`config.mk`:
```
export PLATFORM = sky130hd
export DESIGN_NAME = pm_cap_regs
export DESIGN_NICKNAME = d
export VERILOG_FILES = /design/src/hw/pm_cap_pkg.sv /design/src/hw/pm_cap_regs.sv /design/src/hw/pm_read_mux.sv /design/src/hw/pm_wake_latch.sv
export SDC_FILE = /design/constraint.sdc
export NUM_CORES = 1
export LEC_CHECK = 0
export BUFFER_PORTS_ARGS = -buffer_cell sky130_fd_sc_hd__buf_2
export CAP_MARGIN = 20
export CELL_PAD_IN_SITES_DETAIL_PLACEMENT = 0
export CELL_PAD_IN_SITES_GLOBAL_PLACEMENT = 1
export CORE_ASPECT_RATIO = 1.25
export CORE_MARGIN = 2
export CORE_UTILIZATION = 23
export CTS_CLUSTER_SIZE = 28
export DETAILED_ROUTE_END_ITERATION = 8
export HOLD_SLACK_MARGIN = 0.12
export PLACE_DENSITY = 0.81
export SYNTH_ARGS = -nofsm -noshare
export SYNTH_HDL_FRONTEND = slang
export SYNTH_SLANG_ARGS = --single-unit
```
`constraint.sdc`:
```
create_clock -name i_clk -period 2.1 [get_ports i_clk]
set_clock_uncertainty 0.1 [all_clocks]
set_input_delay 0.21 -clock i_clk [delete_from_list [all_inputs] [get_ports i_clk]]
set_output_delay 0.21 -clock i_clk [all_outputs]
set_load 0.005 [all_outputs]
```
`src/hw/pm_cap_pkg.sv`:
```
// Shared constants and carriers for the power management capability registers
package pm_cap_pkg;

  // ----------------------------------------------------------------------
  // Configuration space byte offsets
  // ----------------------------------------------------------------------
  localparam logic [7:0] CAP_HEADER_OFFSET   = 8'h44;
  localparam logic [7:0] PM_CAPS_OFFSET      = 8'h46;
  localparam logic [7:0] PM_CTRL_OFFSET      = 8'h48;
  localparam logic [7:0] PM_EXT_OFFSET       = 8'h4A;
  localparam logic [7:0] MISC_CONFIG_OFFSET  = 8'hF0;

  // ----------------------------------------------------------------------
  // Capability header and capabilities word fields
  // ----------------------------------------------------------------------
  localparam logic [7:0] CAPABILITY_IDENTIFIER = 8'h01;
  localparam logic [7:0] NEXT_ITEM_POINTER     = 8'h00;
  localparam logic [3:0] WAKE_SOURCES_ALL      = 4'hF;
  localparam logic [2:0] AUX_CURRENT_SELF      = 3'h0;
  localparam logic [2:0] AUX_CURRENT_55MA      = 3'h1;
  localparam logic [2:0] POWER_SPEC_REVISION   = 3'h2;
  localparam logic [15:0] PM_CAPS_RESET        = 16'h7E02;

  // ----------------------------------------------------------------------
  // Control and status word fields, extension word value and misc cold bit
  // ----------------------------------------------------------------------
  localparam int WAKE_STATUS_BIT   = 15;
  localparam int WAKE_ENABLE_BIT   = 8;
  localparam int COLD_CAPABLE_BIT  = 15;
  localparam logic [15:0] PM_CTRL_RESET = 16'h0000;
  localparam logic [15:0] PM_EXT_VALUE  = 16'h0000;

  // ----------------------------------------------------------------------
  // Power levels
  // ----------------------------------------------------------------------
  localparam logic [1:0] POWER_D0 = 2'h0;
  localparam logic [1:0] POWER_D1 = 2'h1;
  localparam logic [1:0] POWER_D2 = 2'h2;
  localparam logic [1:0] POWER_D3 = 2'h3;

  // Configuration access, one dword with byte enables
  typedef struct packed {
    logic        rd;
    logic        wr;
    logic [7:0]  addr;
    logic [3:0]  be;
    logic [31:0] wdata;
  } cfg_req_s;

  // Live register state handed to the read path
  typedef struct packed {
    logic       wake_from_cold_capable;
    logic       wake_status;
    logic       wake_enable;
    logic [1:0] device_power_level;
  } pm_view_s;

endpackage

```
`src/hw/pm_cap_regs.sv`:
```
// Power management capability register bank in configuration space
//
// Contract
// Wake sources field reads all ones
// Capability bit 10 constant one
// Capability bit 9 constant one
// Aux current 001 when cold capable
// Capability bit 5 reads zero
// Capability bits 4 and 3 read zero
// Revision field reads 010b constantly
// Control keeps contents on D3hot exit
// Status sets on wake regardless enable
// Write one clears status and pin
// Data scale and select read zero
// Enable bit gates the wake pin
// Enable resets unless cold wake supported
// Control bits 7 to 2 zero
// Bits 1:0 hold power level
// Extension word reads all zero
// Cold bit mirrors misc bit 15
// Header id 01h, next pointer zero
// Wake pin low when status and enable
// Writes to read-only bits ignored
`timescale 1ns/10ps
`default_nettype none
module pm_cap_regs (
  // Clock and reset
  input  wire logic                  i_clk,
  input  wire logic                  i_rst,
  // Configuration access
  input  wire pm_cap_pkg::cfg_req_s  i_cfg,
  output logic [31:0]                o_cfg_rdata,
  output logic                       o_cfg_ack,
  // Wake event source
  input  wire logic                  i_wake_event,
  // Power management outputs
  output logic                       o_wake_n,
  output logic [1:0]                 o_device_power_level,
  output logic                       o_d3hot_exit,
  output logic                       o_wake_from_cold_capable
);
  import pm_cap_pkg::*;

  // ----------------------------------------------------------------------
  // Helpers
  // ----------------------------------------------------------------------

  // Dword match for a configuration byte offset
  function automatic logic dword_hit(input logic [7:0] addr,
                                     input logic [7:0] offset);
    dword_hit = (addr[7:2] == offset[7:2]);
  endfunction

  // Byte lane of a byte offset within its dword
  function automatic logic [1:0] lane_of(input logic [7:0] offset);
    lane_of = offset[1:0];
  endfunction

  // ----------------------------------------------------------------------
  // Request decode
  // ----------------------------------------------------------------------

  logic        wr_ctrl_dword;
  logic        wr_misc_dword;
  logic        ctrl_lane_lo;
  logic        ctrl_lane_hi;
  logic        misc_lane_hi;
  logic [15:0] ctrl_wdata;
  logic        wake_clear;

  // Only control and misc dwords have writable bits at all
  always_comb begin
    wr_ctrl_dword = i_cfg.wr & dword_hit(i_cfg.addr, PM_CTRL_OFFSET);
    wr_misc_dword = i_cfg.wr & dword_hit(i_cfg.addr, MISC_CONFIG_OFFSET);
    // Control word sits at byte lanes 0 and 1 of its dword
    ctrl_lane_lo  = wr_ctrl_dword & i_cfg.be[lane_of(PM_CTRL_OFFSET)];
    ctrl_lane_hi  = wr_ctrl_dword & i_cfg.be[lane_of(PM_CTRL_OFFSET) + 2'h1];
    // Cold bit lives in byte lane 1 of the misc dword
    misc_lane_hi  = wr_misc_dword & i_cfg.be[1];
    ctrl_wdata    = i_cfg.wdata[15:0];
    // write one clears status
    wake_clear    = ctrl_lane_hi & ctrl_wdata[WAKE_STATUS_BIT];
  end

  // ----------------------------------------------------------------------
  // Access acknowledge
  // ----------------------------------------------------------------------

  logic cfg_ack;
  logic next_cfg_ack;

  // Every access outside reset is answered one cycle later, mapped or not
  always_comb begin
    next_cfg_ack = (i_cfg.rd | i_cfg.wr) & ~i_rst;
  end

  always_ff @(posedge i_clk) begin
    cfg_ack <= next_cfg_ack;
  end

  // ----------------------------------------------------------------------
  // Miscellaneous configuration: cold wake support
  // ----------------------------------------------------------------------

  logic wake_from_cold_capable;
  logic next_wake_from_cold_capable;

  // Software decides whether cold wake is advertised
  always_comb begin
    next_wake_from_cold_capable = wake_from_cold_capable;
    if (misc_lane_hi) begin
      // cold bit from misc register
      next_wake_from_cold_capable = i_cfg.wdata[COLD_CAPABLE_BIT];
    end
    if (i_rst) begin
      next_wake_from_cold_capable = 1'b0;
    end
  end

  always_ff @(posedge i_clk) begin
    wake_from_cold_capable <= next_wake_from_cold_capable;
  end

  // ----------------------------------------------------------------------
  // Wake enable
  // ----------------------------------------------------------------------

  logic wake_enable;
  logic next_wake_enable;

  // The cold bit is sampled before the reset clears it, so a device
  // that was cold capable keeps its enable through a one-cycle reset
  always_comb begin
    next_wake_enable = wake_enable;
    if (ctrl_lane_hi) begin
      // enable bit is read/write
      next_wake_enable = ctrl_wdata[WAKE_ENABLE_BIT];
    end
    if (i_rst && !wake_from_cold_capable) begin
      // cleared unless cold wake
      next_wake_enable = PM_CTRL_RESET[WAKE_ENABLE_BIT];
    end
  end

  always_ff @(posedge i_clk) begin
    wake_enable <= next_wake_enable;
  end

  // ----------------------------------------------------------------------
  // Power level
  // ----------------------------------------------------------------------

  logic [1:0] device_power_level;
  logic [1:0] next_device_power_level;
  logic       d3hot_exit;
  logic       next_d3hot_exit;

  // Any of the four codes is legal, so the value is stored as written.
  // Leaving D3hot for D0 resets the rest of the function; this bank
  // only reports that event and is itself reset solely by i_rst.
  always_comb begin
    next_device_power_level = device_power_level;
    next_d3hot_exit         = 1'b0;
    if (ctrl_lane_lo) begin
      // power level from bits 1:0
      next_device_power_level = ctrl_wdata[1:0];
      next_d3hot_exit = (device_power_level == POWER_D3) &&
                        (ctrl_wdata[1:0] == POWER_D0);
    end
    if (i_rst) begin
      next_device_power_level = PM_CTRL_RESET[1:0];
      next_d3hot_exit         = 1'b0;
    end
  end

  // no internal reset reaches these
  always_ff @(posedge i_clk) begin
    device_power_level <= next_device_power_level;
    d3hot_exit         <= next_d3hot_exit;
  end

  // ----------------------------------------------------------------------
  // Wake status and wake pin
  // ----------------------------------------------------------------------

  logic wake_status;
  logic wake_n;

  // status set ignoring enable
  pm_wake_latch u_wake (
    .i_clk         (i_clk),
    .i_rst         (i_rst),
    .i_event       (i_wake_event),
    .i_clear       (wake_clear),
    .i_enable      (next_wake_enable),
    .i_keep        (wake_from_cold_capable),
    .o_wake_status (wake_status),
    .o_wake_n      (wake_n)
  );

  // ----------------------------------------------------------------------
  // Read path
  // ----------------------------------------------------------------------

  pm_view_s    view;
  logic [31:0] cfg_rdata;

  // Read data reflects state as it stands when the read is taken
  always_comb begin
    view.wake_from_cold_capable = wake_from_cold_capable;
    view.wake_status            = wake_status;
    view.wake_enable            = wake_enable;
    view.device_power_level     = device_power_level;
  end

  // read-only bits built, never stored
  pm_read_mux u_read (
    .i_clk   (i_clk),
    .i_rst   (i_rst),
    .i_rd    (i_cfg.rd),
    .i_addr  (i_cfg.addr),
    .i_view  (view),
    .o_rdata (cfg_rdata)
  );

  // ----------------------------------------------------------------------
  // Outputs
  // ----------------------------------------------------------------------

  // All outputs come from flops above; these only rename them
  assign o_cfg_rdata              = cfg_rdata;
  assign o_cfg_ack                = cfg_ack;
  assign o_wake_n                 = wake_n;
  assign o_device_power_level     = device_power_level;
  assign o_d3hot_exit             = d3hot_exit;
  assign o_wake_from_cold_capable = wake_from_cold_capable;

endmodule
`default_nettype wire

```
`src/hw/pm_read_mux.sv`:
```
// Registered read data path for the capability dwords
`timescale 1ns/10ps
`default_nettype none
module pm_read_mux (
  // Clock and reset
  input  wire logic                  i_clk,
  input  wire logic                  i_rst,
  // Request
  input  wire logic                  i_rd,
  input  wire logic [7:0]            i_addr,
  input  wire pm_cap_pkg::pm_view_s  i_view,
  // Answer
  output logic [31:0]                o_rdata
);
  import pm_cap_pkg::*;

  logic [31:0] rdata;
  logic [31:0] next_rdata;
  logic [15:0] caps;
  logic [15:0] ctrl;

  // Capabilities and control words built from constants and live state
  always_comb begin
    // wake sources, low states
    caps = {i_view.wake_from_cold_capable, WAKE_SOURCES_ALL, 1'b1, 1'b1,
            // aux current from cold bit
            (i_view.wake_from_cold_capable ? AUX_CURRENT_55MA : AUX_CURRENT_SELF),
            // zero bits, revision
            3'h0, POWER_SPEC_REVISION};
    // zero fields of control
    ctrl = {i_view.wake_status, 6'h00, i_view.wake_enable, 6'h00,
            i_view.device_power_level};
    next_rdata = 32'h0000_0000;
    if (i_rd) begin
      if (i_addr[7:2] == CAP_HEADER_OFFSET[7:2]) begin
        // header id and pointer
        next_rdata = {caps, NEXT_ITEM_POINTER, CAPABILITY_IDENTIFIER};
      end else if (i_addr[7:2] == PM_CTRL_OFFSET[7:2]) begin
        // extension reads zero
        next_rdata = {PM_EXT_VALUE, ctrl};
      end else if (i_addr[7:2] == MISC_CONFIG_OFFSET[7:2]) begin
        next_rdata = {16'h0000, i_view.wake_from_cold_capable, 15'h0000};
      end
    end
    if (i_rst) begin
      next_rdata = 32'h0000_0000;
    end
  end

  // Data returns to zero on every cycle without a read, so it is valid only alongside the ack
  always_ff @(posedge i_clk) begin
    rdata <= next_rdata;
  end

  assign o_rdata = rdata;
endmodule
`default_nettype wire

```
`src/hw/pm_wake_latch.sv`:
```
// Sticky wake status flag and the active-low wake pin it drives
`timescale 1ns/10ps
`default_nettype none
module pm_wake_latch (
  // Clock and reset
  input  wire logic i_clk,
  input  wire logic i_rst,
  // Control
  input  wire logic i_event,
  input  wire logic i_clear,
  input  wire logic i_enable,
  input  wire logic i_keep,
  // Status
  output logic      o_wake_status,
  output logic      o_wake_n
);
  logic wake_status;
  logic next_wake_status;
  logic wake_n;
  logic next_wake_n;

  // Set wins over a clear in the same cycle so no event is lost
  always_comb begin
    next_wake_status = i_event | (wake_status & ~i_clear);
    if (i_rst && !i_keep) begin
      next_wake_status = 1'b0;
    end
    // pin follows status and enable
    next_wake_n = ~(next_wake_status & i_enable);
  end

  // Status is kept through a one-cycle reset when cold wake is supported
  always_ff @(posedge i_clk) begin
    wake_status <= next_wake_status;
    wake_n      <= next_wake_n;
  end

  assign o_wake_status = wake_status;
  assign o_wake_n      = wake_n;
endmodule
`default_nettype wire

```
==> impl_metrics.csv <==
group,metric,value,unit
run_status,outcome,"finished clean",
setup_path,reg2reg_depth,2,
logic_synthesis,synthTopCellsByCount,"buf_4, dfxtp_1, nor2b_1",
logic_synthesis,async_flop_share,0,
global_route,antenna_found_initial,0,
clock_tree,cts_resized,0,
logic_synthesis,ys_ff_latch,14,
clock_tree,clkLatencyLatePin,0.24,ns
worst_hold_path,hp-start,"i_cfg[45]",
logic_synthesis,synth-edff-count,0,
clock_tree,htree_levels,1,
timing,fin_crit,1.36,ns
setup_path,cp.arrival,1.45,ns
clock_tree,cts_tree,"done",
setup_path,start_kind,"input pin",
pwr,switchingPower,118,µW
pwr,combPwrFrac,0.105,
worst_hold_path,min_to,"o_cfg_ack",
floorplan,die_y,69.4,µm
clock_tree,cts_buffers,3,
setup_path,critPathBufInv,2,
logic_synthesis,yosysSeqAreaShare,0.357,
cells_and_area,drive_gt1_frac,0.363,
cells_and_area,layout.nets,164,
logic_synthesis,yosysMostFrequentCell,"buf_4",
setup_path,r2r-end,"u_read.o_rdata[15]",
cells_and_area,area_growth,18.5,%
pwr,switching_share,0.220,
global_route,grt_start_max_net_pins,8,
drt,dr_total_vias,648,
floorplan,die_x,56.3,µm
timing,fin_crit_sh,0.646,
logic_synthesis,yosys_warnings,0,
setup_path,r2r_slack,1.13,ns
clock_tree,clk_path_buf_depth,2,
drt,dr.pass1.iters,4,
placed_design,io_buffers,35,
clock_tree,cts.sink_count,14,
drt,avgViaCountPerCell,4.32,
global_route,grt_pass1_wl,2450,µm
pwr,power.static_leakage,0.483,nW
logic_synthesis,yosysTopAreaCell,"dfxtp_1",
timing,max_freq,0.737,GHz
logic_synthesis,yosysTopAreaCellShare,0.357,
setup_path,path_class,"in2reg",
worst_hold_path,hp-class,"in2reg",
pwr,clkPwrFrac,0.391,
drt,drt_iter0_markers,21,
logic_synthesis,synthCells,82,
setup_path,cpPeakStageDelay,0.53,ns
logic_synthesis,ys.flop_type,"dfxtp_1",
floorplan,rows,23,
timing,finalSetupTns,0,ns
setup_path,critPathMaxFanout,5,
setup_path,cp.required,2.19,ns
logic_synthesis,synth_area,786,µm²
floorplan,initial_utilization,0.242,
placed_design,dp_hpwl,1320,µm
flow_run,cap_violations,0,
setup_path,r2r-start,"o_wake_from_cold_capable",
logic_synthesis,syn_area_per_cell,9.58,µm²
timing,rsz0062_at_grt,"false",
global_route,grt_pass1_vias,580,
drt,wl_per_cell,10.6,µm
clock_tree,cts.reportedPaths.clkPinSlew,0.05,ns
drt,ant_nets,0,
global_route,grt_use_total,0.0787,
setup_path,crit_path_end_kind,"flip-flop",
timing,slew_viol_final,0,
pwr,share_seq_of_total_power,0.504,
floorplan,die_area,0.00390,mm²
logic_synthesis,synth.distinct_cells,30,
worst_hold_path,worstHoldPathCells,3,
setup_path,critPathTopFamily,"buffers and inverters",
drt,routed_wl,1590,µm
timing,setup_viol,0,
drt,route.detailed.drc,0,
floorplan,ioPinCount,87,
setup_path,cp_cell_sequence,"dlygate4sd3_1, buf_2, nor2b_1, and4_1, and2_1",
cells_and_area,antennaDiodeCount,0,
placed_design,place_area,880,µm²
timing,hold_viol,0,
placed_design,place.gp.congestion,0.756,
setup_path,worst_path_max_delay_cell,"dlygate4sd3_1",
global_route,grt.overflow.total,0,
cells_and_area,postLayoutCellArea,931,µm²
logic_synthesis,synth_area_leaders,"dfxtp_1, buf_4, nand4b_1",
pwr,power.internal,419,µW
pwr,power_density,576,mW/mm²
floorplan,core,0.00325,mm²
clock_tree,cts_root_buf,"clkbuf_8",
pwr,ir_worst_vdd,0.258,mV
metrics by stage:
stage / power, mW / utilization / hold WS, ns / setup slack (ns) / std cells
after detailed placement: 0.330 / 0.270 / 0.351 / 0.657 / 146
after CTS: 0.542 / 0.286 / 0.126 / 0.747 / 150
final: 0.536 / 0.286 / 0.118 / 0.742 / 150
after global placement: 0.328 / 0.270 / 0.341 / 0.723 / 146
after floorplan: 0.326 / - / 0.182 / 0.953 / 100
after global routing: 0.559 / 0.286 / 0.147 / 0.707 / 150
metal layers:
layer  global-route usage  part of all wire
met2                0.137              0.48
met4               0.0476             0.023
met3               0.0205              0.10
met5                    0                 0
met1               0.0829              0.39
sequential cells by signal (all words and copies together), names as in the netlist:
signal and cells:
u_read.o_rdata 6, u_wake.o_wake_n 1, o_device_power_level 2, o_wake_from_cold_capable 1, o_d3hot_exit 1, wake_enable 1
u_wake.o_wake_status 1, o_cfg_ack 1
timing repair:
item / 4_1_cts / 5_1_grt
buffers inserted: 0 / 0
endpoints found under the setup margin: 0 / 0
endpoints found under the hold margin: 1 / 0
hold buffers: 1 / 0
worst min-delay path, delay by kind of cell:
kind	cells	cell delay, ns
buffers and inverters	1	0.10
AND/OR/NAND/NOR	2	0.12
how the worst max path moves through the flow:
stage          depth (start not counted)  startpoint  slack (ns)                       to
6_report                               5       i_rst        0.74       u_read.o_rdata[22]
5_1_grt                                5       i_rst        0.71       u_read.o_rdata[22]
4_1_cts                                5       i_rst        0.75       u_read.o_rdata[22]
3_5_place_dp                           4   i_cfg[43]        0.66  o_device_power_level[1]
3_3_place_gp                           4   i_cfg[43]        0.72  o_device_power_level[1]
2_1_floorplan                          3   i_cfg[43]        0.95  o_device_power_level[0]
power by group through the flow:
stage / sequential [mW] / clock, mW / combinational [mW]
2_1_floorplan: 0.276 / 0 / 0.0505
3_3_place_gp: 0.276 / 0 / 0.0525
3_5_place_dp: 0.276 / 0 / 0.0538
4_1_cts: 0.270 / 0.216 / 0.0554
5_1_grt: 0.270 / 0.226 / 0.0628
6_report: 0.270 / 0.210 / 0.0563
cell usage in the layout (no fill, tap or decap), types with 2 or more instances in the layout:
master    count
and3_1        3
and4_1        2
buf_2        35
clkbuf_8      3
conb_1       19
dfxtp_1      14
inv_1         2
mux2i_1       2
nand2_1       3
nand4b_1      3
nor2_1        2
nor2b_1       4
nor3_1        2
layout make-up:
class	count	area [µm²]
multi-input combinational	58	370
fill	340	2320
timing repair buffer	36	185
tap	37	46.3
sequential	14	280
inverter	2	7.51
clock buffer	3	41.3
cell families (layout without fill, tap and decap cells):
group,Yosys count,after routing,share of synthesized area
and+or+nand+nor,28,28,0.261
buffers and inverters,28,41,0.258
DFF,14,14,0.357
AOI/OAI and AO/OA,9,9,0.0940
muxes,2,2,0.0255
other,1,19,0.00477
Note: power is estimated with default switching activity, not from simulation.
